[config.mk]
export PLATFORM = sky130hd
export DESIGN_NAME = two_button_menu_navigator
export DESIGN_NICKNAME = d
export VERILOG_FILES = /design/src/design/nav_pkg.sv /design/src/design/button_if.sv /design/src/design/button_timer.sv /design/src/design/two_button_menu_navigator.sv
export SDC_FILE = /design/constraint.sdc
export NUM_CORES = 1
export LEC_CHECK = 0
export ABC_AREA = 1
export BUFFER_PORTS_ARGS = -buffer_cell sky130_fd_sc_hd__buf_2
export CAP_MARGIN = 10
export CORE_UTILIZATION = 40
export CTS_BUF_LIST = sky130_fd_sc_hd__clkbuf_8 sky130_fd_sc_hd__clkbuf_16
export CTS_CLUSTER_SIZE = 12
export DETAILED_ROUTE_END_ITERATION = 8
export MAX_ROUTING_LAYER = met4
export PLACE_DENSITY_LB_ADDON = 0.05
export RECOVER_POWER = 100
export SLEW_MARGIN = 30
export SYNTH_ARGS = -nofsm -noshare
export SYNTH_HDL_FRONTEND = slang
export SYNTH_HIERARCHICAL = 1
export SYNTH_SLANG_ARGS = --single-unit
[constraint.sdc]
create_clock -name sys_clk -period 6.1 [get_ports sys_clk]
set_input_delay 0.305 -clock sys_clk [delete_from_list [all_inputs] [get_ports sys_clk]]
set_output_delay 0.305 -clock sys_clk [all_outputs]
set_load 0.03 [all_outputs]
[src/design/nav_pkg.sv]
// constants, types and decode functions for the two-button navigator
package nav_pkg;
	// clock and the 1 ms timebase
	localparam int CLK_NS    = 10;        // 100 MHz period in ns
	localparam int MS_NS     = 1_000_000; // one millisecond in ns
	localparam int MS_CYCLES = (MS_NS + CLK_NS - 1) / CLK_NS;
	// press timing, in ms
	localparam logic [12:0] DEB_MS      = 13'h000A; // debounce settle
	localparam logic [12:0] LONG_MS     = 13'h03E8; // 1 s long start
	localparam logic [12:0] LONG_MAX_MS = 13'h07D0; // 2 s long end
	localparam logic [12:0] EXT_MS      = 13'h1388; // 5 s extended
	localparam logic [12:0] COMBO_MS    = 13'h0064; // both-button window
	localparam logic [12:0] REFRESH_MS  = 13'h03E8; // normal screen update
	localparam logic [12:0] CLK_REF_MS  = 13'h01F4; // clock screen update
	// auto-return
	localparam logic [20:0] MIN_MS      = 21'h0EA60; // one minute in ms
	localparam logic [4:0]  SETUP_RET   = 5'h05;     // setup menus, minutes
	// displays and menus
	localparam logic [3:0]  NUM_DISP     = 4'h9;
	localparam logic [3:0]  DEFAULT_DISP = 4'h0;
	localparam logic [3:0]  CLOCK_DISP   = 4'h1;
	localparam logic [3:0]  CLOCK_PAGE   = 4'h0;
	localparam logic [3:0]  NUM_MENU     = 4'hE;
	localparam logic [3:0]  PW_MENU      = 4'hA; // password setup item
	localparam logic [3:0]  MAX_DIGITS   = 4'h8;
	localparam logic [3:0]  DIGIT_MAX    = 4'h9;
	localparam logic [2:0]  LAST_POS     = 3'h7;
	// pages per display, display 0 in the low nibble
	localparam logic [35:0] PAGE_TABLE = {4'h3, 4'h4, 4'h2, 4'h6, 4'h8,
		4'h5, 4'h4, 4'h2, 4'h3};
	// displays offering a both-button shortcut, and its menu item
	localparam logic [8:0]  SHORTCUT_MASK = 9'h0F6;
	localparam logic [35:0] SHORTCUT_ITEM = {4'h4, 4'h9, 4'h8, 4'h7, 4'h6,
		4'h5, 4'h3, 4'h2, 4'h0};
	// security level needed per menu item, item 0 in the low bits
	localparam logic [27:0] MENU_LVL = {2'h3, 2'h3, 2'h3, 2'h3, 2'h2,
		2'h2, 2'h2, 2'h2, 2'h2, 2'h2, 2'h1, 2'h1, 2'h1, 2'h1};

	// operating mode, gray along data -> menu -> edit
	typedef enum logic [1:0] {
		ST_DATA = 2'b00,
		ST_MENU = 2'b01,
		ST_EDIT = 2'b11
	} mode_e;

	// press duration class
	typedef enum logic [1:0] {
		CLS_SHORT = 2'b00,
		CLS_LONG  = 2'b01,
		CLS_HOLD  = 2'b10,
		CLS_EXT   = 2'b11
	} press_e;

	// page count of a display
	function automatic logic [3:0] pages_of(input logic [3:0] d);
		return PAGE_TABLE[{d, 2'b00} +: 4];
	endfunction : pages_of

	// level a menu item needs
	function automatic logic [1:0] menu_level(input logic [3:0] i);
		return MENU_LVL[{i, 1'b0} +: 2];
	endfunction : menu_level

	// step with wrap to zero at n
	function automatic logic [3:0] inc_wrap(input logic [3:0] v,
		input logic [3:0] n);
		return (v + 4'h1 >= n) ? 4'h0 : v + 4'h1;
	endfunction : inc_wrap

	// class of a finished hold
	function automatic press_e classify(input logic [12:0] h);
		if (h < LONG_MS)
			return CLS_SHORT;
		else if (h <= LONG_MAX_MS)
			return CLS_LONG;
		else if (h < EXT_MS)
			return CLS_HOLD;
		return CLS_EXT;
	endfunction : classify
endpackage : nav_pkg

[src/design/button_if.sv]
// debounced button events from a button timer to the navigator
`timescale 1ns/1ps
interface button_if;
	import nav_pkg::*;
	logic   down;  // debounced level
	logic   press; // pulse on press
	logic   rel;   // pulse on release
	logic   ext;   // pulse when hold reaches 5 s
	press_e cls;   // class, valid with rel
	modport src (output down, press, rel, ext, cls);
	modport dst (input down, press, rel, ext, cls);
endinterface : button_if

[src/design/button_timer.sv]
// one button: synchroniser, debounce and hold timing
`timescale 1ns/1ps
module button_timer
	import nav_pkg::*;
(
	input  wire logic sys_clk, // system clock
	input  wire logic resetn,  // synchronous reset, low
	input  wire logic ms_tick, // 1 ms enable
	input  wire logic raw,     // button contact, high pressed
	button_if.src     b        // events out
);
	// whole state of the button
	typedef struct packed {
		logic        s1, s2;   // synchroniser
		logic        stable;   // debounced level
		logic [12:0] deb;      // settle counter
		logic [12:0] held;     // hold time
		logic [12:0] held_rel; // hold time at release
		logic        press, rel, ext;
		press_e      cls;
	} btn_s;
	btn_s c, n;

	// next state
	always_comb
	begin
		n = c;
		n.press = 1'b0;
		n.rel = 1'b0;
		n.ext = 1'b0;
		n.s1 = raw;
		n.s2 = c.s1;
		// hold time counts in ms, saturating at extended
		if (c.stable && ms_tick && c.held != EXT_MS)
		begin
			n.held = c.held + 13'h0001;
			n.ext = (c.held + 13'h0001 == EXT_MS);
		end
		// level must settle before it is taken
		if (c.s2 == c.stable)
			n.deb = '0;
		else if (ms_tick)
		begin
			if (c.deb + 13'h0001 >= DEB_MS)
			begin
				n.deb = '0;
				n.stable = c.s2;
				n.press = c.s2;
				n.rel = !c.s2;
				if (c.s2)
					n.held = '0;
				else
				begin
					n.held_rel = c.held;
					n.cls = classify(c.held);
				end
			end
			else
				n.deb = c.deb + 13'h0001;
		end
	end

	// state register
	always_ff @(posedge sys_clk)
	begin
		if (!resetn)
			c <= '0;
		else
			c <= n;
	end

	assign b.down = c.stable;
	assign b.press = c.press;
	assign b.rel = c.rel;
	assign b.ext = c.ext;
	assign b.cls = c.cls;

	press_gap_a: assert property (@(posedge sys_clk)
		disable iff (!resetn) b.press |=> !b.press [*2])
		else $error("press pulses too close");
	long_class_a: assert property (@(posedge sys_clk)
		disable iff (!resetn) b.rel && b.cls == CLS_LONG |->
		c.held_rel >= LONG_MS && c.held_rel <= LONG_MAX_MS)
		else $error("long class outside 1 to 2 s");
	ext_class_a: assert property (@(posedge sys_clk)
		disable iff (!resetn) b.rel && b.cls == CLS_EXT |->
		c.held_rel >= EXT_MS)
		else $error("extended class under 5 s");
	ext_hit_a: assert property (@(posedge sys_clk)
		disable iff (!resetn) b.ext |-> b.down && c.held == EXT_MS)
		else $error("extended pulse at wrong hold time");
endmodule : button_timer

[src/design/two_button_menu_navigator.sv]
// front-panel navigator: press gestures to display and menu position
// Overview of operation
// - hold of one to two seconds is long
// - hold of five seconds or more is extended
// - two modes, data display and programming
// - page button acts at press
// - data mode page button steps page
// - programming page button steps item or digit
// - confirm button acts at release, extended at 5 s of hold
// - confirm short next display, extended enters programming
// - programming confirm short next item or digit, long selects or stores
// - both short returns display to first page
// - both short on clock page toggles test
// - both extended on chosen displays jumps menu
// - nine displays, show display, page, count
// - refresh each second, clock display twice
// - three password levels gate menu items
// - passwords hold one to eight digits
// - press with backlight off only wakes it
// - idle interval returns to default page
`timescale 1ns/1ps
module two_button_menu_navigator
	import nav_pkg::*;
#(
	parameter int MS_CYCLES_P = MS_CYCLES // clocks per ms
)(
	input  wire logic        sys_clk,         // 100 MHz clock
	input  wire logic        resetn,          // synchronous reset, low
	input  wire logic        scroll_btn,      // page button, high pressed
	input  wire logic        confirm_btn,     // confirm button
	input  wire logic        backlight_lit,   // backlight is on
	input  wire logic [1:0]  pw_level,        // 0 none, 1 low, 2 mid, 3 high
	input  wire logic        auto_return_en,  // auto-return enable
	input  wire logic [4:0]  auto_return_min, // data idle minutes
	output logic             backlight_wake,  // pulse, light backlight
	output logic             prog_mode,       // programming mode
	output logic [3:0]       disp_idx,        // current display
	output logic [3:0]       page_idx,        // current page
	output logic [3:0]       page_total,      // pages in display
	output logic             test_view,       // test display shown
	output logic [3:0]       menu_item,       // highlighted item
	output logic [2:0]       edit_digit,      // selected digit
	output logic [3:0]       edit_len,        // digits entered
	output logic [31:0]      edit_val,        // entered digits, bcd
	output logic             value_store,     // pulse, store edit
	output logic             access_denied,   // pulse, level too low
	output logic             refresh_tick     // pulse, redraw screen
);
	// whole state of the navigator
	typedef struct packed {
		mode_e       mode;
		logic [3:0]  disp, page, ptot, item;
		logic        test;
		logic [2:0]  dpos;
		logic [3:0]  dlen;
		logic [31:0] val;
		logic        store, deny, wake, refresh, tick;
		logic [16:0] ms_cnt;   // ms divider
		logic [12:0] rf_ms;    // refresh counter
		logic [12:0] win;      // combo window
		logic [20:0] idle;     // ms since a button was last down
		logic        combo;    // gesture uses both buttons
		logic        swallow;  // gesture only woke backlight
		logic        cext;     // combo already went extended
	} nav_s;
	nav_s c, n;

	// both button timers, 0 page and 1 confirm
	button_if bi[2] ();
	wire logic [1:0] raw = {confirm_btn, scroll_btn};
	for (genvar g = 0; g < 2; g++)
	begin : g_btn
		button_timer u_btn (
			.sys_clk (sys_clk),
			.resetn  (resetn),
			.ms_tick (c.tick),
			.raw     (raw[g]),
			.b       (bi[g])
		);
	end

	logic sp, sd, sr, se, cp, cd, cr, ce; // button events
	press_e scls, ccls;                   // release classes
	logic pair, act, act_r, gend, cshort;
	logic [20:0] limit;                   // auto-return limit
	logic [12:0] period;                  // refresh period
	logic [3:0] dig;                      // digit under edit
	assign sp = bi[0].press;
	assign sd = bi[0].down;
	assign sr = bi[0].rel;
	assign se = bi[0].ext;
	assign scls = bi[0].cls;
	assign cp = bi[1].press;
	assign cd = bi[1].down;
	assign cr = bi[1].rel;
	assign ce = bi[1].ext;
	assign ccls = bi[1].cls;

	// next state
	always_comb
	begin
		n = c;
		n.store = 1'b0;
		n.deny = 1'b0;
		n.wake = 1'b0;
		n.refresh = 1'b0;
		// 1 ms enable
		n.tick = (c.ms_cnt == 17'(MS_CYCLES_P - 1));
		n.ms_cnt = n.tick ? '0 : c.ms_cnt + 17'h00001;
		// second press within window makes a combo
		pair = (sp && cd) || (cp && sd);
		if (pair && (c.win != '0 || (sp && cp)))
			n.combo = 1'b1;
		if ((sp && !cd) || (cp && !sd))
			n.win = COMBO_MS;
		else if (c.tick && c.win != '0)
			n.win = c.win - 13'h0001;
		// press in the dark only lights the backlight
		if ((sp || cp) && !backlight_lit && !c.swallow)
		begin
			n.wake = 1'b1;
			n.swallow = 1'b1;
		end
		act = backlight_lit && !c.swallow && !n.combo;
		act_r = !c.swallow && !c.combo;
		gend = (sr || cr) && !sd && !cd;
		cshort = gend && c.combo && !c.cext && !c.swallow &&
			((sr && scls == CLS_SHORT) || (cr && ccls == CLS_SHORT));
		dig = c.val[{c.dpos, 2'b00} +: 4];
		unique case (c.mode)
			ST_DATA:
			begin
				if (sp && act && !cd)
					n.page = inc_wrap(c.page, c.ptot);
				if (cr && act_r && ccls == CLS_SHORT)
				begin
					n.disp = inc_wrap(c.disp, NUM_DISP);
					n.page = '0;
					n.test = 1'b0;
				end
				if (ce && act_r)
				begin
					n.mode = ST_MENU;
					n.item = '0;
				end
				if ((se || ce) && c.combo && !c.cext && !c.swallow &&
					SHORTCUT_MASK[c.disp])
				begin
					n.mode = ST_MENU;
					n.item = SHORTCUT_ITEM[{c.disp, 2'b00} +: 4];
					n.cext = 1'b1;
				end
				if (cshort)
				begin
					if (c.disp == CLOCK_DISP && c.page == CLOCK_PAGE)
						n.test = !c.test;
					else
						n.page = '0;
				end
			end
			ST_MENU:
			begin
				if (sp && act && !cd)
					n.item = inc_wrap(c.item, NUM_MENU);
				if (cr && act_r && ccls == CLS_SHORT)
					n.item = inc_wrap(c.item, NUM_MENU);
				if (cr && act_r && ccls == CLS_LONG)
				begin
					if (pw_level >= menu_level(c.item))
					begin
						n.mode = ST_EDIT;
						n.val = '0;
						n.dpos = '0;
						n.dlen = 4'h1;
					end
					else
						n.deny = 1'b1;
				end
			end
			ST_EDIT:
			begin
				if (sp && act && !cd)
					n.val[{c.dpos, 2'b00} +: 4] =
						(dig == DIGIT_MAX) ? 4'h0 : dig + 4'h1;
				if (cr && act_r && ccls == CLS_SHORT && c.dpos != LAST_POS)
				begin
					n.dpos = c.dpos + 3'h1;
					if ({1'b0, c.dpos} + 4'h2 > c.dlen)
						n.dlen = {1'b0, c.dpos} + 4'h2;
				end
				if (cr && act_r && ccls == CLS_LONG)
				begin
					n.store = (c.dlen != '0 && c.dlen <= MAX_DIGITS);
					n.mode = ST_MENU;
				end
			end
			default:
				n.mode = ST_DATA;
		endcase
		// gesture over once both buttons are up
		if (gend)
		begin
			n.combo = 1'b0;
			n.swallow = 1'b0;
			n.cext = 1'b0;
			n.win = '0;
		end
		// idle timer and auto-return
		limit = 21'((c.mode == ST_DATA ? auto_return_min : SETUP_RET) *
			MIN_MS);
		if (sp || cp || sd || cd)
			n.idle = '0;
		else if (c.tick && c.idle < limit)
		begin
			n.idle = c.idle + 21'h000001;
			if (auto_return_en && c.idle + 21'h000001 == limit)
			begin
				n.mode = ST_DATA;
				n.disp = DEFAULT_DISP;
				n.page = '0;
				n.test = 1'b0;
			end
		end
		// screen refresh, faster on the clock display
		period = (c.mode == ST_DATA && c.disp == CLOCK_DISP) ?
			CLK_REF_MS : REFRESH_MS;
		if (c.tick)
		begin
			if (c.rf_ms + 13'h0001 >= period)
			begin
				n.refresh = 1'b1;
				n.rf_ms = '0;
			end
			else
				n.rf_ms = c.rf_ms + 13'h0001;
		end
		n.ptot = pages_of(n.disp);
	end

	// state register
	always_ff @(posedge sys_clk)
	begin
		if (!resetn)
		begin
			c <= '0;
			c.ptot <= pages_of(DEFAULT_DISP);
		end
		else
			c <= n;
	end

	assign backlight_wake = c.wake;
	assign prog_mode = (c.mode != ST_DATA);
	assign disp_idx = c.disp;
	assign page_idx = c.page;
	assign page_total = c.ptot;
	assign test_view = c.test;
	assign menu_item = c.item;
	assign edit_digit = c.dpos;
	assign edit_len = c.dlen;
	assign edit_val = c.val;
	assign value_store = c.store;
	assign access_denied = c.deny;
	assign refresh_tick = c.refresh;

	scroll_page_a: assert property (@(posedge sys_clk)
		disable iff (!resetn) sp && !cd && !cr && backlight_lit &&
		!c.swallow && c.mode == ST_DATA |=>
		page_idx == inc_wrap($past(page_idx), $past(page_total)))
		else $error("page press did not step page");
	enter_prog_a: assert property (@(posedge sys_clk)
		disable iff (!resetn) ce && c.mode == ST_DATA && !c.combo &&
		!c.swallow |=> prog_mode)
		else $error("extended confirm did not enter programming");
	combo_home_a: assert property (@(posedge sys_clk)
		disable iff (!resetn) cshort && c.mode == ST_DATA &&
		c.disp != CLOCK_DISP |=> page_idx == 4'h0)
		else $error("both short did not return to first page");
	deny_gate_a: assert property (@(posedge sys_clk)
		disable iff (!resetn) c.mode == ST_MENU && cr && act_r &&
		ccls == CLS_LONG && pw_level < menu_level(c.item) |=>
		access_denied && c.mode == ST_MENU)
		else $error("item selected without enough level");
	wake_only_a: assert property (@(posedge sys_clk)
		disable iff (!resetn) (sp || cp) && !backlight_lit && !c.swallow |=>
		backlight_wake && $stable(page_idx) && $stable(disp_idx))
		else $error("dark press did more than wake");
	pw_length_a: assert property (@(posedge sys_clk)
		disable iff (!resetn) value_store |->
		edit_len >= 4'h1 && edit_len <= MAX_DIGITS)
		else $error("stored value length out of range");
	refresh_bound_a: assert property (@(posedge sys_clk)
		disable iff (!resetn) c.rf_ms < REFRESH_MS)
		else $error("refresh counter passed one second");
endmodule : two_button_menu_navigator

### Word level (Yosys, flattened, before mapping)

Memory sizes are Yosys's and may differ from the RTL's. A register that Yosys moved wholly into a read port is not among the register bits.
Index checks and enable logic that the tools add are counted.

| cells by class | value |
|---|---|
| add/sub/neg operators | 15 |
| multipliers | 1 |
| divide/modulo/power cells | 0 |
| $lt $le $gt $ge | 17 |
| eq/ne operators | 21 |
| shift-type cells | 6 |
| multiplexer cells | 84 |
| bitwise operators | 8 |
| reduce and logical (&&, ||, !) cells | 91 |

Operators with widths:

| operator | count |
|---|---|
| $mux 28 | 6 |
| $mux 13 | 9 |
| $mux 39 | 2 |
| $pmux 39 s2 | 1 |
| $shiftx 36x7->4 const A | 2 |
| $add 13x1->13 const B | 5 |
| $mux 4 | 13 |
| $logic_and 1x1->1 | 40 |
| $mux 10 | 4 |
| $bwmux 32 | 1 |
| $mux 32 | 1 |
| $shift 4x7->32 const A | 1 |
| $shiftx 32x6->4 | 1 |
| $shiftx 4x7->32 | 1 |
| $shiftx 28x6->2 const A | 1 |
| $eq 13x13->1 const B | 2 |
| $ge 13x4->1 const B | 2 |
| $le 13x11->1 const B | 2 |
| $lt 13x10->1 const B | 2 |
| $lt 13x13->1 const B | 2 |
| $mux 1 | 26 |
| $mux 2 | 13 |
| $ne 13x13->1 const B | 2 |
| $add 21x1->21 const B | 1 |
| other kinds (44) | 103 |

| word-level totals | value |
|---|---|
| bits in registers | 224 |
| latch bits | 0 |
| RAM bits | 0 |
| memory bits (read-only) | 16 |
| bits of input ports | 13 |
| output and inout port bits | 61 |
| memories kept | 1 |

Memory list:

| memory | depth | width | read ports | clocked after memory_dff | wr ports | RTL line | text |
|---|---|---|---|---|---|---|---|
| (name not given) | 16 | 1 | 1 | 1 | 0 | two_button_menu_navigator.sv:147 | `SHORTCUT_MASK[c.disp])` |

### Longest topological paths before layout

Gate-level depths: netlist of run 1.

| logic depth | value |
|---|---|
| depth after elaboration | 17 |
| mapped depth | 35 |

### Modules after synthesis

The synthesis of run 1 kept the hierarchy.

Modules (own cells, without submodules):

| module | instances | cells an instance | area each (sq um) |
|---|---|---|---|
| two_button_menu_navigator | 1 | 1480 | 9673.0 |
| button_timer | 2 | 299 | 2019.4 |

### Worst setup path after synthesis of run 1

Ideal clock, no wire load.

| path | value |
|---|---|
| path kind | reg-to-reg |
| start | reg c[128] (netlist bit) |
| end | reg c (netlist bit page_total[1]) |
| data arrival time | 4.741 ns |
| data required time | 5.987 ns |
| setup slack | 1.246 ns |
| cell stages (with the launch flop) | 31 |
| path buffers | 1 |
| path through | dfxtp_1 -> inv_1 -> nand2_1 -> clkbuf_1 -> nor2_1 -> ha_1 -> inv_1 -> fa_1 -> inv_1 -> ha_1 -> a21oi_1 -> nand2_1 -> a21oi_1 -> nand2_1 -> nand2_1 -> nand2_1 -> ha_1 -> nand2_1 -> inv_1 -> nand3_1 -> inv_1 -> a21oi_1 -> nand2_1 -> nor2_2 -> nand3_2 -> nand2_2 -> ha_1 -> nand3_1 -> nand2_1 -> nand2_1 -> nand2_1 |

| on the way | value |
|---|---|
| word-level cells in the longest chain between the ends | 9 |

Ends and longest elaborated chain:

| item | RTL line | text |
|---|---|---|
| from (decl) | two_button_menu_navigator.sv:66 | `nav_s c, n;` |
| from (signal assigned) | two_button_menu_navigator.sv:249 | `c <= n;` |
| $logic_not 2->1 * | two_button_menu_navigator.sv:130, two_button_menu_navigator.sv:209 |  |
| branches (longest 6 deep; another with $lt 21x21->1) | -- |  |
| $mux 10 * | two_button_menu_navigator.sv:211 | `if (sp \|\| cp \|\| sd \|\| cd)` |
| $shiftx 36x7->4 * | nav_pkg.sv:56 | `return PAGE_TABLE[{d, 2'b00} +: 4];` |

Mark *: on every way between the ends.
A chain may end at the register's enable or synchronous reset.

==> impl_metrics.csv, run 1 <==
group,metric,value,unit
status,status,"finished with violations",
status,violations,"max-capacitance violations, max-slew violations",
yosys,synthSimpleGateAreaFrac,34.7,%
place,hpwl,25.6,mm
clock_tree,cts.hold.buffers_added,0,
drt,via_count,12401,
floorplan,fp-row-count,67,
clock_tree,cts.repair.resized,0,
grt,grt_pass1_vias,11622,
timing,rsz0062_at_grt,"false",
grt,groute.usage.overall,20.2,%
worst_setup_path,critPathMaxFanout,33,
yosys,synth_top_family_by_area,"simple AND/OR/NAND/NOR gates",
layout,drive_above_1_share,5.64,%
grt,grt_pass1_wl,56.7,mm
power_and_ir_drop,p_leak,6.26,nW
layout,layout_commonest_cell,"nand2_1",
grt,grt_max_degree,49,
floorplan,initial_utilization,40.8,%
power_and_ir_drop,switching_share,31.8,%
yosys,postSynthCellCount,2078,
floorplan,dieArea,35000,um2
layout,multi_input_area,7910,um2
run,cap_viol_max_count,2,
drt,first_iter_violations,663,
worst_setup_path,crit_path_end_kind,"flop",
floorplan,coreArea,33600,um2
yosys,ys_types,57,
yosys,synth_compound_area_share,10.9,%
layout,seqCellArea,3990,um2
yosys,ys_async_sr_fraction,0,%
clock_tree,ctsLongestPathBuffers,2,
drt,wl,33.5,mm
place,routabilityCongestion,0.885,
clock_tree,path_clk_slew,0.08,ns
clock_tree,cts.sinks,199,
yosys,ys_warn_count,6,
clock_tree,tritoncts,"done",
timing,worst_pin_slew,2.32,ns
yosys,synth_nets,2189,
worst_setup_path,worstPathRequired,6.44,ns
yosys,synth_mux_area_share,0.0821,%
timing,fmax,187,MHz
grt,antenna_found_initial,1,
drt,viasPerCell,4.88,
drt,wire_per_inst,13.2,um
layout,area_growth,5.34,%
clock_tree,h-tree-depth,4,
timing,min_period,5.33,ns
grt,grt-ovfl-total,0,
power_and_ir_drop,power_density,213,nW/um2
timing,slew_violations,89,
layout,nets,2191,
power_and_ir_drop,p_int,0.00209,W
drt,drc_errors,0,
timing,finalSetupViolCount,0,
yosys,ys_seq_elements,199,
worst_hold_path,hp-class,"in2reg",
worst_setup_path,arrival,5.67,ns
yosys,synth_edf_count,0,
worst_setup_path,criticalPathCategory,"reg2reg",
yosys,synth-xor-area-share,3.90,%
worst_setup_path,slowest_delay,0.51,ns
floorplan,fp.dieH,187,um
yosys,synth_area_per_cell,6.60,um2
layout,final.fill_count,3639,
place,numPortBuffers,73,
power_and_ir_drop,ir_drop,0.000191,V
drt,ant_nets,0,
clock_tree,clkLatencyLatePin,0.45,ns
clock_tree,cts_buffers,17,
timing,maxSlewHeadroom,-54.6,%
floorplan,fp.dieW,187,um
timing,clock_skew,0.0147,ns
worst_setup_path,worst_setup_path_start_kind,"flop",
clock_tree,root_buffer,"clkbuf_16",
worst_setup_path,critPathSlowestCell,"fa_1",
yosys,synth-seq-area-share,29.1,%
power_and_ir_drop,switchingPower,0.000979,W
power_and_ir_drop,power_frac_comb,19.7,%
power_and_ir_drop,p_clk_share,37.6,%
drt,firstDrtPassIters,5,
floorplan,ios,74,
power_and_ir_drop,finalPower,0.00307,W
clock_tree,post_cts_buffers,0,
worst_setup_path,cp_common_cell,"nand2_1",
timing,hold_viol,0,
layout,layout_common_cells,"nand2_1 (525), inv_1 (279), nor2_1 (238), dfxtp_1 (198), nand3_1 (136)",
timing,fin_crit_sh,87.4,%
yosys,syn-cell-area,13700,um2
timing,finalSetupTns,0,ns
yosys,synth_ff_type,"dfxtp_1",
yosys,synth_fa_ha_area_share,9.11,%
power_and_ir_drop,sequentialPowerShare,42.6,%
registers in the layout, summed over array words and instances (netlist names), named ones only:
| register | flops |
|---|---|
| access_denied | 1 |
| g_btn.u_btn/b.ext | 2 |
| c | 70 |
| menu_item | 4 |
| page_total | 4 |
| g_btn.u_btn/b.down | 2 |
| edit_digit | 3 |
| page_idx | 4 |
| value_store | 1 |
| test_view | 1 |
| disp_idx | 4 |
| g_btn.u_btn/b.rel | 2 |
| g_btn.u_btn/b.press | 2 |
| edit_val | 32 |
| g_btn.u_btn/b.cls | 4 |
| edit_len | 4 |
| g_btn.u_btn/c | 56 |
| backlight_wake | 1 |
| refresh_tick | 1 |
final timing paths:
path,endpoint,cells after the start,slack (ns),from
setup / recovery,flop,30,0.77,c[128]
hold / removal,g_btn[0].u_btn/c[46],3,0.05,scroll_btn
setup reg to reg,flop,30,0.77,c[128]
hold reg to reg,g_btn[1].u_btn/c[45],2,0.41,g_btn[1].u_btn/c[46]
cells in the mapped netlist (all sizes together) (6+ instances only):
cell type / count / area share, %
a211oi: 8 / 0.44
a21oi: 109 / 4.1
a31oi: 7 / 0.37
buf: 70 / 3.7
clkbuf: 26 / 0.73
dfxtp: 199 / 29
ha: 95 / 8.7
inv: 282 / 7.7
nand2: 533 / 15
nand3: 138 / 5.1
nand3b: 7 / 0.38
nand4: 40 / 2.0
nor2: 281 / 8.8
nor3: 54 / 2.1
nor4: 7 / 0.54
o21a: 7 / 0.38
o21ai: 100 / 3.6
o21bai: 7 / 0.38
o22ai: 9 / 0.41
or2: 6 / 0.27
xnor2: 14 / 0.89
xor2: 47 / 3.0
power by group through the flow:
stage / clock (W) / sequential [W] / combinational (W)
final: 0.00116 / 0.00131 / 0.000606
after global routing: 0.00125 / 0.00131 / 0.000707
after CTS: 0.00120 / 0.00131 / 0.000614
after detailed placement: 0 / 0.00134 / 0.000611
after global placement: 0 / 0.00134 / 0.000607
after floorplan: 0 / 0.00134 / 0.000469
worst max-delay path, delay by kind of cell (launching register included):
family	cells	cell delay [ns]
AND/OR/NAND/NOR	14	1.84
XOR/XNOR	1	0.17
buffers and inverters	6	0.60
flip-flops	1	0.35
adder cells (fa/ha/maj)	5	1.60
AO/OA/AOI/OAI	4	0.66
metal layers:
metal / GRT usage (%) / share of wire (%)
met1: 26.8 / 51
met2: 32.3 / 45
met3: 2.72 / 3.4
met4: 5.36 / 1.3
met5: - / 0
through the flow:
step / utilization, % / setup WS, ns / hold WS, ns / instances / area [um2]
after CTS: 43.6 / 0.749 / 0.0245 / 2541 / 14700
after detailed placement: 41.9 / 0.805 / 0.396 / 2509 / 14100
after global placement: 41.9 / 0.923 / 0.392 / 2509 / 14100
after floorplan: - / 1.25 / 0.384 / 2078 / 13700
final: 43.0 / 0.766 / 0.0508 / 2542 / 14400
after global routing: 43.0 / 0.156 / 0.0332 / 2542 / 14400
cells by family after synthesis:
| kind of cell | Yosys count |
|---|---|
| muxes | 1 |
| and+or+nand+nor | 1072 |
| DFF | 199 |
| buffers and inverters | 382 |
| AOI/OAI and AO/OA | 265 |
| xor gates and xnor gates | 61 |
| adders and majority gates | 98 |
layout make-up:
type / count / area share (%)
inverters: 286 / 7.43
clock buffers: 17 / 2.95
diodes: 1 / 0.0173
repair buffers: 79 / 2.24
multi-input cells: 1497 / 54.8
well taps: 448 / 3.88
clock inverters: 15 / 1.13
flip-flops and latches: 199 / 27.6
(Power assumes the default switching activity.)
==> run 2, diff against run 1 <==
- CORE_MARGIN: not set -> 8
- CORE_UTILIZATION: 40 -> 63
- HOLD_SLACK_MARGIN: not set -> 0.08
==> run 2 against run 1 <==
The flow still finishes with violations (max-capacitance violations, max-slew violations). Sequential power barely moved. Clock skew fell by 0.00081 ns. Flip-flop and latch count did not move. Fmax up 1.6%. Die area decreased by 24%. Critical path depth unchanged. Total power down 0.23%. Worst hold slack gained 0.088 ns. Setup slack improved by 0.082 ns. Sequential share of layout area is 0.31 points higher. Cell area decreased by 1.1%. Via count up 3.5%.
==> impl_metrics.csv, run 2 (synthesis gave the netlist of run 1 again) <==
group,metric,value,unit
status,status,"finished with violations",
status,violations,"max-capacitance violations, max-slew violations",
grt,grt_pass1_wl,53.2,mm
drt,ant_nets,0,
layout,largest_register,"c",
worst_setup_path,worst_setup_path_start_kind,"flop",
clock_tree,cts.repair.resized,0,
worst_setup_path,r2r-start,"c[128]",
timing,min_period,5.25,ns
grt,antenna_found_initial,0,
timing,slew_violations,133,
drt,drc_errors,0,
clock_tree,clkLatencyLatePin,0.44,ns
place,hpwl,24.0,mm
place,dp.cells,2341,
layout,nets,2193,
timing,clock_skew,0.0138,ns
worst_setup_path,criticalPathCategory,"reg2reg",
timing,maxSlewHeadroom,-47.9,%
timing,hold_viol,0,
floorplan,initial_utilization,63.4,%
worst_setup_path,cp_common_cell,"nand2_1",
timing,finalSetupViolCount,0,
timing,fin_crit_sh,86.1,%
timing,fmax,190,MHz
worst_hold_path,hold_end,"backlight_wake",
timing,rsz0062_at_grt,"false",
run,cap_viol_max_count,3,
layout,layout_common_cells,"nand2_1 (524), inv_1 (280), nor2_1 (236), dfxtp_1 (199), nand3_1 (136)",
worst_setup_path,reg2reg_depth,30,
drt,viasPerCell,5.41,
power_and_ir_drop,power_density,215,nW/um2
clock_tree,tritoncts,"done",
power_and_ir_drop,p_int,0.00208,W
timing,whs,0.139,ns
drt,firstDrtPassIters,6,
power_and_ir_drop,p_leak,6.28,nW
clock_tree,ctsLongestPathBuffers,2,
layout,largest_reg_flops,70,
layout,area_growth,4.14,%
layout,drive_above_1_share,5.68,%
floorplan,fp-row-count,54,
worst_setup_path,worstPathRequired,6.43,ns
place,post_dp_cell_area,13900,um2
floorplan,fp.dieH,164,um
layout,final_cells,2375,
layout,seqCellArea,3980,um2
worst_setup_path,arrival,5.58,ns
worst_setup_path,slowest_delay,0.50,ns
worst_hold_path,hp-class,"in2reg",
drt,via_count,12840,
timing,finalSetupTns,0,ns
layout,stdcell_area,14300,um2
grt,groute.usage.overall,24.3,%
worst_hold_path,hold_start,"backlight_lit",
layout,multi_input_area,7920,um2
place,routabilityCongestion,0.923,
power_and_ir_drop,switchingPower,0.000982,W
power_and_ir_drop,switching_share,32.0,%
drt,wl,31.6,mm
clock_tree,cts.sinks,199,
place,numPortBuffers,73,
floorplan,fp.dieW,164,um
layout,n_antenna_cell,0,
floorplan,dieArea,26700,um2
floorplan,coreArea,21600,um2
grt,grt_pass1_vias,11671,
worst_setup_path,critPathMaxFanout,33,
drt,first_iter_violations,955,
layout,final.fill_count,2050,
worst_setup_path,crit_path_end_kind,"flop",
clock_tree,path_clk_slew,0.08,ns
layout,layout_commonest_cell,"nand2_1",
clock_tree,root_buffer,"clkbuf_16",
floorplan,ios,74,
worst_setup_path,r2r_slack,0.85,ns
power_and_ir_drop,sequentialPowerShare,42.7,%
clock_tree,cts_buffers,17,
clock_tree,h-tree-depth,4,
worst_hold_path,whs_path_depth,2,
power_and_ir_drop,p_clk_share,37.4,%
grt,grt-ovfl-total,0,
power_and_ir_drop,ir_drop,0.000169,V
power_and_ir_drop,power_frac_comb,19.9,%
timing,worst_pin_slew,2.22,ns
worst_setup_path,critPathSlowestCell,"fa_1",
grt,grt_max_degree,49,
drt,wire_per_inst,13.3,um
run 2: cell types whose count changed in the layout (fill, tap and decap cells not counted), sizes merged:
cell,previous run,this run
clkbuf,80,82
clkinvlp,3,1
dlygate4sd3,0,2
inv,289,291
buf,16,15
bufinv,1,0
diode,1,0
run 2: how the worst max path moves through the flow:
stage                     startpoint            end  slack [ns]  cells after the start
after global routing          c[128]           flop        0.30                     32
after CTS                     c[128]           c[5]        0.87                     28
after detailed placement      c[128]           c[5]        0.91                     28
final                         c[128]           flop        0.85                     30
after floorplan               c[128]  page_total[1]        1.25                     30
after global placement        c[128]           c[5]        1.05                     28
run 2: area by class of cell:
cell class / count / share of cell area [%]
multi-input combinational: 1497 / 55.5
sequential: 199 / 27.9
clock buffer: 18 / 3.08
tap: 280 / 2.45
inverter: 286 / 7.52
clock inverter: 14 / 1.20
timing repair buffer: 81 / 2.38
run 2: stage by stage:
| step | util (%) | total power, W | setup WS [ns] |
|---|---|---|---|
| 6_report | 66.0 | 0.00307 | 0.848 |
| 4_1_cts | 67.1 | 0.00309 | 0.874 |
| 2_1_floorplan | - | 0.00181 | 1.25 |
| 5_1_grt | 66.0 | 0.00324 | 0.300 |
| 3_3_place_gp | 64.1 | 0.00193 | 1.05 |
| 3_5_place_dp | 64.1 | 0.00194 | 0.913 |
run 2: metal layers:
metal / routed length, um / share of wire, % / vias to the layer above / track usage (%)
li1: - / - / 6641 / -
met1: 15100 / 48 / 5820 / 32.1
met2: 14200 / 45 / 352 / 38.6
met3: 1990 / 6.3 / 27 / 3.53
met4: 336 / 1.1 / 0 / 5.83
met5: 0 / 0 / - / -
run 2: power groups by stage:
stage | combinational, W | clock (W) | sequential (W)
after CTS | 0.000606 | 0.00117 | 0.00131
after global placement | 0.000588 | 0 | 0.00134
after detailed placement | 0.000601 | 0 | 0.00134
after floorplan | 0.000469 | 0 | 0.00134
after global routing | 0.000698 | 0.00123 | 0.00131
final | 0.000610 | 0.00115 | 0.00131
run 2: worst max-delay path, delay by kind of cell, from the launching register on:
kind            cells  cell delay [ns]
flops               1             0.35
fa+ha+maj           5             1.57
simple gates       14             1.80
compound gates      5             0.70
buf+inv             5             0.54
xor+xnor            1             0.18
run 2: timing repair:
action	4_1_cts	5_1_grt
buffers inserted	0	0
hold endpoints to repair	2	0
hold buffers	2	0
==> run 3, diff against run 2 <==
- CORE_UTILIZATION: 63 -> 57
- clock period: 6.1 -> 4.8 ns (I/O delays scaled with it)
==> run 3 against run 2 <==
The flow now finishes without violations. Setup slack worse by 0.58 ns. Sequential share of layout area fell by 0.61 points. Clock power grew 28%.
==> impl_metrics.csv, run 3 (synthesis gave the netlist of run 1 again) <==
group,metric,value,unit
place,routabilityCongestion,0.913,
layout,area_growth,6.63,%
clock_tree,tritoncts,"done",
clock_tree,ctsLongestPathBuffers,2,
worst_setup_path,critPathMaxFanout,5,
power_and_ir_drop,power_density,277,nW/um2
timing,hold_viol,0,
power_and_ir_drop,p_leak,6.38,nW
worst_setup_path,worstPathRequired,5.12,ns
clock_tree,root_buffer,"clkbuf_16",
place,post_dp_cell_area,14000,um2
worst_setup_path,worst_setup_path_start_kind,"flop",
drt,viasPerCell,5.26,
floorplan,ios,74,
place,numPortBuffers,73,
grt,groute.usage.overall,22.2,%
worst_setup_path,arrival,4.86,ns
layout,layout_commonest_cell,"nand2_1",
layout,drive_above_1_share,7.77,%
timing,finalSetupTns,0,ns
status,status,"completed",
floorplan,dieArea,29300,um2
clock_tree,path_clk_slew,0.08,ns
place,hpwl,24.3,mm
worst_hold_path,hp-class,"in2reg",
timing,slew_violations,0,
timing,finalSetupViolCount,0,
worst_setup_path,path_delay_family,"simple AND/OR/NAND/NOR gates",
worst_setup_path,slowest_delay,0.37,ns
worst_setup_path,crit_path_end_kind,"flop",
timing,clock_skew,0.0152,ns
timing,fmax,221,MHz
drt,via_count,12771,
clock_tree,cts_buffers,17,
layout,largest_register,"c",
layout,layout_common_cells,"nand2_1 (514), inv_1 (280), nor2_1 (234), dfxtp_1 (196), nand3_1 (132)",
timing,finalWorstSetupSlack,0.266,ns
layout,postLayoutCoreUtil,62.1,%
layout,stdcell_area,14600,um2
drt,wl,32.2,mm
timing,maxSlewHeadroom,6.67,%
worst_setup_path,path_buf_inv,1,
timing,min_period,4.53,ns
worst_setup_path,cp_common_cell,"nand2_1",
grt,grt-ovfl-total,0,
place,place_ws,-0.0661,ns
run,cap_viol_max_count,0,
floorplan,fp.dieW,171,um
grt,grt_pass1_wl,53.1,mm
clock_tree,h-tree-depth,4,
drt,ant_nets,0,
drt,first_iter_violations,861,
clock_tree,clkLatencyLatePin,0.44,ns
worst_setup_path,critPathSlowestCell,"dfxtp_4",
drt,wire_per_inst,13.2,um
floorplan,initial_utilization,58.2,%
floorplan,fp-row-count,56,
layout,nets,2209,
grt,grt_max_degree,49,
clock_tree,cts.sinks,199,
power_and_ir_drop,ir_drop,0.000191,V
drt,firstDrtPassIters,5,
timing,worst_pin_slew,1.39,ns
floorplan,fp.dieH,171,um
grt,grt_pass1_vias,11501,
drt,drc_errors,0,
grt,antenna_found_initial,0,
timing,fin_crit_sh,94.5,%
worst_setup_path,criticalPathCategory,"reg2reg",
floorplan,coreArea,23500,um2
layout,n_antenna_cell,0,
layout,largest_reg_flops,70,
run 3: cell types whose count changed in the layout (fill, tap and decap cells not counted), sizes merged:
cell,change
buf,+15
bufinv,+1
clkbuf,-1
clkinvlp,-1
dlygate4sd3,+1
inv,+1
run 3: layer usage:
metal | routed length (um) | GRT usage (%)
met1 | 15700 | 29.5
met2 | 14300 | 35.1
met3 | 1720 | 3.30
met4 | 465 | 5.26
met5 | 0 | -
run 3: report_power, final:
group	switching (W)	leakage, nW	total [W]	internal [W]
logic	0.000570	4.48	0.000914	0.000344
registers	0.00000819	1.61	0.00166	0.00166
clock network	0.000716	0.301	0.00147	0.000753
total	0.00129	6.38	0.00405	0.00275
run 3: what timing repair did:
item | CTS | global route
pin swaps | 0 | 23
hold buffers | 2 | 1
setup buffers | 0 | 4
hold endpoints to repair | 2 | 1
gates resized for setup | 1 | 50
cloned | 0 | 0
setup endpoints to repair | 11 | 37
run 3: cell type report:
| type | count | area (um2) |
|---|---|---|
| fill | 2302 | 8920 |
| multi-input combinational | 1497 | 8070 |
| sequential | 199 | 3990 |
| inverter | 286 | 1080 |
| timing repair buffer | 97 | 479 |
| clock buffer | 17 | 425 |
| tap | 319 | 399 |
| clock inverter | 15 | 180 |
run 3: per-stage QoR:
| stage | std cells | power [W] | hold slack [ns] |
|---|---|---|---|
| finish | 2430 | 0.00405 | 0.208 |
| global route | 2430 | 0.00428 | 0.257 |
| CTS | 2425 | 0.00396 | 0.0901 |
| detailed placement | 2391 | 0.00248 | 0.396 |
| global placement | 2391 | 0.00247 | 0.393 |
| floorplan | 2078 | 0.00230 | 0.319 |
run 3: tightest hold or removal path, cell delays in order:
cell and delay (ns):
buf_2 0.08, ha_1 0.14, a21oi_1 0.06, nand2_1 0.05, nor3_1 0.04
run 3: worst paths after layout:
kind                                            from                   end  slack, ns  cells after the start
worst max-delay path                          c[129]         page_total[1]       0.27                     31
worst min-delay path                     pw_level[1]         access_denied       0.21                      5
worst max register to register                c[129]         page_total[1]       0.27                     31
worst min register to register  g_btn[1].u_btn/c[46]  g_btn[1].u_btn/c[45]       0.41                      2
